===== src/shared/swcfg_map.svh =====
// register offsets, field positions and reset values of the switch current config bank
`ifndef SWCFG_MAP_SVH
`define SWCFG_MAP_SVH

// register indices; the byte address is four times the index
`define SWCFG_SELECT_IDX      8'h1C
`define SWCFG_LEVEL_IDX       8'h1D

// extra registers, byte addresses
`define SWCFG_ENABLE_ADDR     12'h100
`define SWCFG_CTRL_ADDR       12'h104
`define SWCFG_STATUS_ADDR     12'h108

// widths
`define SWCFG_REG_W           24
`define SWCFG_DIR_W           10
`define SWCFG_CHAN_N          12
`define SWCFG_CODE_W          3

// control register fields
`define SWCFG_CTRL_CONT_BIT   0
`define SWCFG_CTRL_DIS_SRC    1
`define SWCFG_CTRL_DIS_SNK    2
`define SWCFG_CTRL_W          3

// reset values
`define SWCFG_SELECT_RST      10'h000
`define SWCFG_LEVEL_RST       24'h000000
`define SWCFG_ENABLE_RST      12'h000
`define SWCFG_CTRL_RST        3'h0

// AHB encodings
`define SWCFG_HSIZE_WORD      3'h2
`define SWCFG_ADDR_W          12

`endif


===== src/shared/swcfg_pkg.sv =====
// types shared by the switch current config bank
package swcfg_pkg;

   typedef enum logic [2:0] {
      SWCFG_OFF  = 3'b000,
      SWCFG_MA1  = 3'b001,
      SWCFG_MA2  = 3'b010,
      SWCFG_MA5  = 3'b011,
      SWCFG_MA10 = 3'b100,
      SWCFG_MA15 = 3'b101
   } swcfg_current_t;

   typedef enum logic [1:0] {
      SWCFG_BUS_IDLE  = 2'b00,
      SWCFG_BUS_WRITE = 2'b01,
      SWCFG_BUS_RWAIT = 2'b10,
      SWCFG_BUS_RDONE = 2'b11
   } swcfg_bus_state_t;

endpackage


===== src/shared/swcfg_chan_if.sv =====
// per-channel signals between the register bank and the level decoder
`timescale 1ns/1ps
`default_nettype none

interface swcfg_chan_if;
   logic [2:0]                 code;
   logic                       sink;
   logic                       closed;
   logic                       enabled;
   logic                       continuous;
   logic                       dis_source;
   logic                       dis_sink;
   swcfg_pkg::swcfg_current_t  level;
   logic                       polled;

   modport cfg (
      output code,
      output sink,
      output closed,
      output enabled,
      output continuous,
      output dis_source,
      output dis_sink,
      input  level,
      input  polled
   );

   modport dec (
      input  code,
      input  sink,
      input  closed,
      input  enabled,
      input  continuous,
      input  dis_source,
      input  dis_sink,
      output level,
      output polled
   );
endinterface // swcfg_chan_if

`default_nettype wire


===== src/logic/swcfg_level_decode.sv =====
// decodes one channel's level code into its effective wetting current
`timescale 1ns/1ps
`default_nettype none

module swcfg_level_decode (
   // channel configuration and result
   swcfg_chan_if.dec  port
);

   swcfg_pkg::swcfg_current_t  base;
   swcfg_pkg::swcfg_current_t  lvl;
   logic                       scale_dis;

   always_comb begin
      case (port.code)
         3'h0:    base = swcfg_pkg::SWCFG_OFF;
         3'h1:    base = swcfg_pkg::SWCFG_MA1;
         3'h2:    base = swcfg_pkg::SWCFG_MA2;
         3'h3:    base = swcfg_pkg::SWCFG_MA5;
         3'h4:    base = swcfg_pkg::SWCFG_MA10;
         default: base = swcfg_pkg::SWCFG_MA15;  // codes 5..7
      endcase
      // the group follows the channel's current direction
      scale_dis = port.sink ? port.dis_sink : port.dis_source;
      lvl = base;
      if (port.continuous && port.closed && !scale_dis &&
          (base == swcfg_pkg::SWCFG_MA10 || base == swcfg_pkg::SWCFG_MA15)) begin
         lvl = swcfg_pkg::SWCFG_MA2;
      end
      // a disabled channel is never wetted, whatever its code
      if (!port.enabled) begin
         lvl = swcfg_pkg::SWCFG_OFF;
      end
   end

   assign port.level  = lvl;
   assign port.polled = port.enabled;

endmodule // swcfg_level_decode

`default_nettype wire


===== src/logic/swcfg_regs.sv =====
// switch input current configuration registers behind an AHB-Lite slave
//
// What this block does
// - select register at index 1Ch resets zero
// - select bits 23..10 read as zero
// - select bit n: 0 source, 1 sink
// - level register at index 1Dh resets zero
// - codes: off,1,2,5,10mA; 5..7 mean 15mA
// - upper fields: ch11, ch10, pair 8/9, 6/7
// - lower fields: ch5, ch4, pair 2/3, 0/1
// - continuous mode closure drops 10/15mA to 2mA
// - disabled channel skipped by polling
`timescale 1ns/1ps
`include "swcfg_map.svh"
`default_nettype none

module swcfg_regs #(
   parameter int CHAN_N = `SWCFG_CHAN_N
) (
   // clock and reset
   input  wire logic                       clock,
   input  wire logic                       rst,
   // AHB-Lite slave
   input  wire logic                       hsel,
   input  wire logic [31:0]                haddr,
   input  wire logic [1:0]                 htrans,
   input  wire logic                       hwrite,
   input  wire logic [2:0]                 hsize,
   input  wire logic                       hready,
   input  wire logic [31:0]                hwdata,
   output logic                            hreadyout,
   output logic [31:0]                     hrdata,
   output logic                            hresp,
   // switch closure pins, asynchronous
   input  wire logic [CHAN_N-1:0]          switch_closed,
   // per-channel results
   output logic [CHAN_N-1:0]               chan_sink,
   output logic [3*CHAN_N-1:0]             chan_level,
   output logic [CHAN_N-1:0]               chan_polled
);

   localparam logic [11:0] SELECT_ADDR = {2'b00, `SWCFG_SELECT_IDX, 2'b00};
   localparam logic [11:0] LEVEL_ADDR  = {2'b00, `SWCFG_LEVEL_IDX, 2'b00};

   // bus state
   swcfg_pkg::swcfg_bus_state_t  bus_reg;
   swcfg_pkg::swcfg_bus_state_t  bus_next;
   logic [`SWCFG_ADDR_W-1:0]     addr_reg;
   logic                         word_reg;
   logic [31:0]                  rdata_reg;
   logic [31:0]                  rdata_next;
   logic                         accept;

   // register contents
   logic [`SWCFG_DIR_W-1:0]      select_reg;
   logic [`SWCFG_REG_W-1:0]      level_reg;
   logic [CHAN_N-1:0]            enable_reg;
   logic [`SWCFG_CTRL_W-1:0]     ctrl_reg;

   // pin synchroniser
   logic [CHAN_N-1:0]            closed_meta_reg;
   logic [CHAN_N-1:0]            closed_sync_reg;

   // decoder results before the output flops
   wire logic [CHAN_N-1:0]       sink_comb;
   wire logic [3*CHAN_N-1:0]     level_comb;
   wire logic [CHAN_N-1:0]       polled_comb;

   logic                         wr_commit;

   // write decode of the captured address
   logic                         hit_select;
   logic                         hit_level;
   logic                         hit_enable;
   logic                         hit_ctrl;
   logic                         we_select;
   logic                         we_level;
   logic                         we_enable;
   logic                         we_ctrl;

   // -------------------------------------------------------------------
   // AHB-Lite slave
   // -------------------------------------------------------------------

   // reads take one wait state so that a write just before is visible
   assign hreadyout = (bus_reg != swcfg_pkg::SWCFG_BUS_RWAIT);
   // every transfer, refused ones included, answers OKAY
   assign hresp     = 1'b0;
   assign hrdata    = rdata_reg;

   assign accept    = hsel && hready && htrans[1];
   assign wr_commit = (bus_reg == swcfg_pkg::SWCFG_BUS_WRITE) && word_reg;

   // RDONE takes a new address at once, so back-to-back reads cost two cycles each
   always_comb begin
      bus_next = swcfg_pkg::SWCFG_BUS_IDLE;
      case (bus_reg)
         swcfg_pkg::SWCFG_BUS_RWAIT: begin
            bus_next = swcfg_pkg::SWCFG_BUS_RDONE;
         end
         swcfg_pkg::SWCFG_BUS_IDLE,
         swcfg_pkg::SWCFG_BUS_WRITE,
         swcfg_pkg::SWCFG_BUS_RDONE: begin
            if (accept) begin
               bus_next = hwrite ? swcfg_pkg::SWCFG_BUS_WRITE : swcfg_pkg::SWCFG_BUS_RWAIT;
            end
         end
         default: begin
            bus_next = swcfg_pkg::SWCFG_BUS_IDLE;
         end
      endcase
   end

   always_ff @(posedge clock or posedge rst) begin
      if (rst) begin
         bus_reg <= swcfg_pkg::SWCFG_BUS_IDLE;
      end else begin
         bus_reg <= bus_next;
      end
   end

   always_ff @(posedge clock or posedge rst) begin
      if (rst) begin
         addr_reg <= 12'h000;
      end else if (accept && hreadyout) begin
         addr_reg <= haddr[`SWCFG_ADDR_W-1:0];
      end
   end

   // narrow or misaligned writes are refused whole rather than merged,
   // so no half-written level field ever reaches the current sources
   always_ff @(posedge clock or posedge rst) begin
      if (rst) begin
         word_reg <= 1'b0;
      end else if (accept && hreadyout) begin
         word_reg <= (hsize == `SWCFG_HSIZE_WORD) && (haddr[1:0] == 2'b00);
      end
   end

   // read mux; unmapped addresses read as zero
   always_comb begin
      rdata_next = 32'h00000000;
      case (addr_reg)
         SELECT_ADDR:        rdata_next = {22'h000000, select_reg};
         LEVEL_ADDR:         rdata_next = {8'h00, level_reg};
         `SWCFG_ENABLE_ADDR: rdata_next = {20'h00000, enable_reg};
         `SWCFG_CTRL_ADDR:   rdata_next = {29'h00000000, ctrl_reg};
         `SWCFG_STATUS_ADDR: rdata_next = {20'h00000, closed_sync_reg};
         default:            rdata_next = 32'h00000000;
      endcase
   end

   always_ff @(posedge clock or posedge rst) begin
      if (rst) begin
         rdata_reg <= 32'h00000000;
      end else if (bus_reg == swcfg_pkg::SWCFG_BUS_RWAIT) begin
         rdata_reg <= rdata_next;
      end
   end

   // -------------------------------------------------------------------
   // write decode
   // -------------------------------------------------------------------

   // the data phase uses the address captured in the address phase
   assign hit_select = (addr_reg == SELECT_ADDR);
   assign hit_level  = (addr_reg == LEVEL_ADDR);
   assign hit_enable = (addr_reg == `SWCFG_ENABLE_ADDR);
   assign hit_ctrl   = (addr_reg == `SWCFG_CTRL_ADDR);

   // unmapped, narrow and misaligned writes raise no write enable and are dropped
   assign we_select  = wr_commit && hit_select;
   assign we_level   = wr_commit && hit_level;
   assign we_enable  = wr_commit && hit_enable;
   assign we_ctrl    = wr_commit && hit_ctrl;

   // -------------------------------------------------------------------
   // configuration registers
   // -------------------------------------------------------------------

   always_ff @(posedge clock or posedge rst) begin
      if (rst) begin
         select_reg <= `SWCFG_SELECT_RST;
      end else if (we_select) begin
         // only bits 9..0 have storage, upper bits are dropped
         select_reg <= hwdata[`SWCFG_DIR_W-1:0];
      end
   end

   always_ff @(posedge clock or posedge rst) begin
      if (rst) begin
         level_reg <= `SWCFG_LEVEL_RST;
      end else if (we_level) begin
         // codes 5..7 are stored as written; only the decoder folds them
         level_reg <= hwdata[`SWCFG_REG_W-1:0];
      end
   end

   always_ff @(posedge clock or posedge rst) begin
      if (rst) begin
         enable_reg <= `SWCFG_ENABLE_RST;
      end else if (we_enable) begin
         // a disabled channel keeps its code and direction; its current and its polled bit are gated
         enable_reg <= hwdata[CHAN_N-1:0];
      end
   end

   always_ff @(posedge clock or posedge rst) begin
      if (rst) begin
         ctrl_reg <= `SWCFG_CTRL_RST;
      end else if (we_ctrl) begin
         // each autoscale disable covers one group, picked by a channel's direction bit
         ctrl_reg <= hwdata[`SWCFG_CTRL_W-1:0];
      end
   end

   // -------------------------------------------------------------------
   // switch closure synchroniser
   // -------------------------------------------------------------------

   always_ff @(posedge clock or posedge rst) begin
      if (rst) begin
         closed_meta_reg <= '0;
         closed_sync_reg <= '0;
      end else begin
         // the pins are asynchronous to clock; only the second flop is read
         closed_meta_reg <= switch_closed;
         closed_sync_reg <= closed_meta_reg;
      end
   end

   // -------------------------------------------------------------------
   // per-channel decode
   // -------------------------------------------------------------------

   for (genvar c = 0; c < CHAN_N; c++) begin : g_chan
      // field index of this channel; pairs share one field
      localparam int FIELD = (c < 2)  ? 0 :
                             (c < 4)  ? 1 :
                             (c == 4) ? 2 :
                             (c == 5) ? 3 :
                             (c < 8)  ? 4 :
                             (c < 10) ? 5 :
                             (c == 10) ? 6 : 7;

      swcfg_chan_if u_if ();

      assign u_if.code       = level_reg[3*FIELD +: 3];
      assign u_if.closed     = closed_sync_reg[c];
      assign u_if.enabled    = enable_reg[c];
      assign u_if.continuous = ctrl_reg[`SWCFG_CTRL_CONT_BIT];
      assign u_if.dis_source = ctrl_reg[`SWCFG_CTRL_DIS_SRC];
      assign u_if.dis_sink   = ctrl_reg[`SWCFG_CTRL_DIS_SNK];

      if (c < `SWCFG_DIR_W) begin : g_dir
         assign u_if.sink = select_reg[c];
      end else begin : g_fixed
         // channels without a direction bit always source
         assign u_if.sink = 1'b0;
      end

      swcfg_level_decode u_dec (
         .port (u_if.dec)
      );

      assign sink_comb[c]         = u_if.sink;
      assign level_comb[3*c +: 3] = u_if.level;
      assign polled_comb[c]       = u_if.polled;
   end

   // -------------------------------------------------------------------
   // registered outputs
   // -------------------------------------------------------------------

   // one cycle of latency keeps the pins glitch-free on config writes
   always_ff @(posedge clock or posedge rst) begin
      if (rst) begin
         chan_sink <= '0;
      end else begin
         chan_sink <= sink_comb;
      end
   end

   always_ff @(posedge clock or posedge rst) begin
      if (rst) begin
         chan_level <= '0;
      end else begin
         chan_level <= level_comb;
      end
   end

   always_ff @(posedge clock or posedge rst) begin
      if (rst) begin
         chan_polled <= '0;
      end else begin
         chan_polled <= polled_comb;
      end
   end

endmodule // swcfg_regs

`default_nettype wire


===== config.mk =====
export PLATFORM = sky130hd
export DESIGN_NAME = swcfg_regs
export DESIGN_NICKNAME = d
export VERILOG_FILES = /design/src/shared/swcfg_pkg.sv /design/src/shared/swcfg_chan_if.sv /design/src/logic/swcfg_level_decode.sv /design/src/logic/swcfg_regs.sv
export VERILOG_INCLUDE_DIRS = /design/src /design/src/shared
export SDC_FILE = /design/constraint.sdc
export NUM_CORES = 1
export LEC_CHECK = 0
export BUFFER_PORTS_ARGS = -buffer_cell sky130_fd_sc_hd__buf_2
export CAP_MARGIN = 20
export CORE_MARGIN = 5
export CORE_UTILIZATION = 45
export DETAILED_ROUTE_END_ITERATION = 12
export HOLD_SLACK_MARGIN = 0.1
export PLACE_DENSITY = 0.7
export SYNTH_ARGS = -nofsm -noshare
export SYNTH_HDL_FRONTEND = slang
export SYNTH_SLANG_ARGS = --single-unit
export TNS_END_PERCENT = 10

===== constraint.sdc =====
create_clock -name clock -period 5.99 [get_ports clock]
set_clock_uncertainty 0.15 [all_clocks]
set_input_delay 0 -clock clock [delete_from_list [all_inputs] [get_ports clock]]
set_output_delay 0 -clock clock [all_outputs]
set_load 0.01 [all_outputs]

Word level (Yosys, flattened, before mapping)
Index checks and enable logic that the tools add are counted.

operators by class
  equal/unequal tests = 58
  multiplexer cells = 46
  reduce and logical (&&, ||, !) cells = 75

operators with widths
  cell                                                                     count
  24-bit case mux with 5 select lines                                      1
  3-bit case mux with 5 select lines                                       8
  3-bit equality test (second input constant)                              24
  3-bit two-way mux                                                        24
  3-bit by 2-bit equality test with 1-bit output (second input constant)   17
  1-bit logical AND                                                        45
  12-bit by 9-bit equality test with 1-bit output (second input constant)  3
  12-bit by 7-bit equality test with 1-bit output (second input constant)  2
  3-bit by 1-bit equality test with 1-bit output (second input constant)   8
  3-bit zero test                                                          8
  1-bit zero test                                                          11
  1-bit two-way mux                                                        10
  1-bit logical OR                                                         8
  2-bit equality test (second input constant)                              2
  2-bit zero test                                                          2
  2-bit two-way mux                                                        2
  2-bit case mux with 2 select lines                                       1
  3-bit OR reduction                                                       1
  2-bit by 1-bit equality test with 1-bit output (second input constant)   1
  2-bit != test (second input constant)                                    1

storage, ports and cells
  flip-flop bits (word level) = 178
  output and inout bits = 94
  logic and storage cells = 192

Logic depth before layout (Yosys ltp)
  depth after elaboration = 7
  gate-level depth with buffers = 6

Cells and area by module
A second synthesis with hierarchy kept.

second synthesis, totals
  cell total of the unflattened synthesis = 538
  area total of the unflattened synthesis = 6,988.0 µm²

modules (own cells, without submodules)
  module              times used  cells each  area each (µm²)
  swcfg_regs          1           418         6,072.1
  swcfg_level_decode  12          10          76.3

Worst setup path before layout
Ideal clock, no wire load.

  kind = flip-flop to flip-flop
  start point = reg addr_reg[7]
  end point = reg enable_reg[0]
  arrival = 1.740 ns
  data required time = 5.715 ns
  path slack = 3.976 ns
  cell stages (with the launch flop) = 6
  buffers on the path = 1
  clock period less this slack = 2.014 ns
  cell sequence = dfrtp_1 > nor4_4 > nand4b_4 > nor3_2 > buf_4 > mux2_2

between the ends
  cells in the longest elaborated chain, start to end = 2

ends and longest elaborated chain
  what                                             line               source
  start, declared                                  swcfg_regs.sv:48   logic [`SWCFG_ADDR_W-1:0] addr_reg;
  start signal, assigned                           swcfg_regs.sv:126  addr_reg <= haddr[`SWCFG_ADDR_W-1:0];
  12-bit by 9-bit equality test with 1-bit output  --
  1-bit logical AND                                swcfg_regs.sv:174  assign we_enable = wr_commit && hit_enable;
  end signal, assigned                             swcfg_regs.sv:201  enable_reg <= `SWCFG_ENABLE_RST;
  end signal, assigned                             swcfg_regs.sv:204  enable_reg <= hwdata[CHAN_N-1:0];
  end, declared                                    swcfg_regs.sv:57   logic [CHAN_N-1:0] enable_reg;

Every way passes these cells.
A chain may end at the register's enable or synchronous reset.

Worst setup path in the final report
  start point = reg addr_reg[3]
  end point = reg enable_reg[2]

Same word-level chain as after synthesis.

==> key figures <==
Cells and area
  • Layout Nets: 750
  • Area of the multi-input gates: around 0.0021 sq mm
  • Area grow syn2layout: 32.3%
  • Register area: 0.00425 sq mm
  • Fillers: 1131
  • Layout cells sized above 1: 36.4%
  • ANT cells: 0
  • Final Non-Filler Cells: between 800 and 900
  • Number of flip-flops in the largest register: 36

STA
  • Worst-Margin Slew: about 1 ns
  • Hold Fails Final Rpt: 0
  • Final setup fails: 0
  • Slew Limit Headroom: 34.5%
  • Post-route minimum period: 2.92 ns
  • Max Freq: between 0.3 and 0.4 GHz
  • Fin. max-slew vios: 0
  • Setup TNS: 0 ns
  • Unrepaired setup endpoints after global routing: no
  • Final period utilization: about half

Setup path
  • CP max-delay cell: dfrtp_1
  • Required time worst endpoint: around 6.1 ns
  • Worst Path Buf+Inv: 1
  • Critical path class: flip-flop to flip-flop
  • Critical Path Fanout Max: 16
  • CP Data Arrival Time: roughly 3.1 ns
  • Crit start category: flip-flop
  • Max incr delay on CP: approximately 0.72 ns
  • Crit path cell chain: nor3_4 > nand2b_1 > nor3_2 > buf_4 > mux2_2
  • Largest delay contributor family on the critical path: simple AND/OR/NAND/NOR gates
  • Critical Path End Type: flip-flop

Die
  • I/O Pins: 180
  • Rows: 43
  • Starting density of the core: 46.4%
  • Die extent in x: 130 um
  • Core area: ~0.014 sq mm
  • Die Y: 130 um
  • Die area: 0.0169 sq mm

CTS
  • Clk buf depth: 2
  • CTS tree: yes
  • Skew-Pair Late Insertion Delay: 0.42 ns
  • Clock sink count: 170
  • Clock slew at reported path FFs: 0.06 ns
  • CTS root buffer: clkbuf_16
  • TritonCTS buffer count: 17
  • H-tree levels: 4

Logic synthesis
  • Main synth FF type: dfrtp_1
  • Synthesis-stage register bit count: 170
  • Gate Count Post-Synth: 453
  • Syn Area/Cell: roughly 14 sq um
  • YS warnings: 0
  • Async S/R FF share, synth: 100%
  • Post-synthesis sequential area ratio: 65.6%
  • Synth Cell Area: between 0.006 and 0.007 sq mm
  • Synth area leader: dfrtp_1
  • Post-synth EDFFs: 0
  • Top post-synthesis cells by area: dfrtp_1, mux2_2, mux2i_1, a22o_1, a21boi_0
  • Netlist cell types: 42
  • Area share of the largest cell type after synthesis: roughly two thirds

Drt
  • DRT Pass-1 Iters: 4
  • Wire per inst: 18.7 um
  • Via count: 4437
  • Drt drc: 0
  • DRT Wirelength: 16.0 mm
  • Post-route ant nets: 0
  • Starting DRC count in detailed routing: 237
  • Via density: 5.18

Power
  • Maximum VDD drop: 0.000185 V
  • PwrDens: 297 mW/mm^2
  • LEAKAGE: 4.35 nW

Run
  • Max_cap viols: 0

GRT
  • Largest net degree at the start of global routing: 102
  • Total track usage: ~20%
  • Initial antenna violation count: 0
  • Total gr overflow: 0
  • First-pass GRT wire length: 25.4 mm
  • Vias in the first global route: 4723

Worst hold path
  • Worst min path class: input port to async pin

Placed design
  • Dpl cells: 757
  • Hpwl dp: 10.5 mm
  • Gpl congestion: 0.765
  • I/O Buffers: about 140

Status
  • Status: finished clean
-- per-layer routing --
metal | track usage (%) | routed length (um) | vias up
met3 | 4.30 | 903 | 19
li1 | - | - | 2047
met1 | 26.3 | 6760 | 2254
met4 | 7.15 | 255 | 0
met5 | 0 | 0 | -
met2 | 32.4 | 8090 | 117
-- final timing paths --
path	start	endpoint	slack, ns	depth (start not counted)
worst max-delay path	addr_reg[3]	enable_reg[2]	3.07	5
worst min-delay path	rst	chan_level[0]	0.16	3
worst max register to register	addr_reg[3]	enable_reg[2]	3.07	5
worst min register to register	closed_meta_reg[10]	closed_sync_reg[10]	0.19	0
max in group asynchronous	rst	hrdata[15]	4.11	4
min in group clock	closed_meta_reg[10]	closed_sync_reg[10]	0.19	0
-- synthesized netlist by cell type (5+ instances only) --
cell,count
a21boi_0,12
a21oi_1,11
a22o_1,22
a22oi_1,5
and3_1,11
buf_4,12
clkbuf_1,10
dfrtp_1,170
mux2_2,60
mux2i_1,21
nand2_1,22
nand2b_1,9
nand4_1,14
nor2_1,13
o21ai_0,5
o221ai_1,5
-- tightest hold or removal path, stage by stage --
cell	delay [ns]
dlygate4sd3_1	0.53
buf_2	0.14
inv_6	0.59
-- where the power goes --
group / internal (mW) / leakage, nW / switching, mW / total, mW
Sequential: 1.19 / 2.29 / 0.0707 / 1.26
Combinational: 0.110 / 1.77 / 0.113 / 0.222
Clock: 0.626 / 0.291 / 0.439 / 1.07
Total: 1.92 / 4.35 / 0.622 / 2.55
-- layout by cell type (no fill, tap or decap), drive strengths merged, types with 5 or more instances in the layout --
master	Yosys	routed
conb	1	11
a21oi	11	11
a22o	22	22
nand4	14	14
and3	12	12
buf	19	144
clkbuf	10	18
a21boi	12	12
o221ai	5	5
mux2i	21	21
clkinv	0	7
o21ai	5	5
dfrtp	170	170
a22oi	5	5
nor2	13	13
nand2b	9	9
nand2	22	22
dlygate4sd3	0	67
nor3	6	6
mux2	63	63
inv	3	7
-- what timing repair did --
item	CTS	global route
hold buffers	67	0
buffers inserted	0	0
resized for setup	0	0
hold endpoints to repair	176	0
-- stage by stage --
stage / hold slack (ns) / utilization [%] / total power [mW] / setup slack [ns] / cell area, sq um
2_1_floorplan: -0.119 / - / 1.39 / 1.24 / 6520
3_3_place_gp: -0.0413 / 52.3 / 1.45 / 3.10 / 7310
3_5_place_dp: -0.0407 / 52.3 / 1.46 / 3.06 / 7310
4_1_cts: 0.171 / 61.2 / 2.56 / 3.06 / 8560
5_1_grt: 0.185 / 61.3 / 2.65 / 2.96 / 8580
6_report: 0.161 / 61.3 / 2.55 / 3.07 / 8580
-- cell type report --
cell class / count / area share [%]
Clock buffer: 18 / 5.12
Clock inverter: 13 / 1.65
Inverter: 3 / 0.190
Multi-Input combinational cell: 261 / 24.4
Sequential cell: 170 / 49.6
Tap cell: 180 / 2.63
Timing Repair Buffer: 211 / 16.5
-- cell families after synthesis --
| family | count (synthesis) | synth area share (%) |
|---|---|---|
| simple gates | 96 | 9.22 |
| buf+inv | 32 | 2.84 |
| mux | 84 | 14.2 |
| other cells | 1 | 0.0578 |
| flops | 170 | 65.6 |
| compound gates | 70 | 8.10 |
No activity file was read; power rests on OpenSTA's default activity.
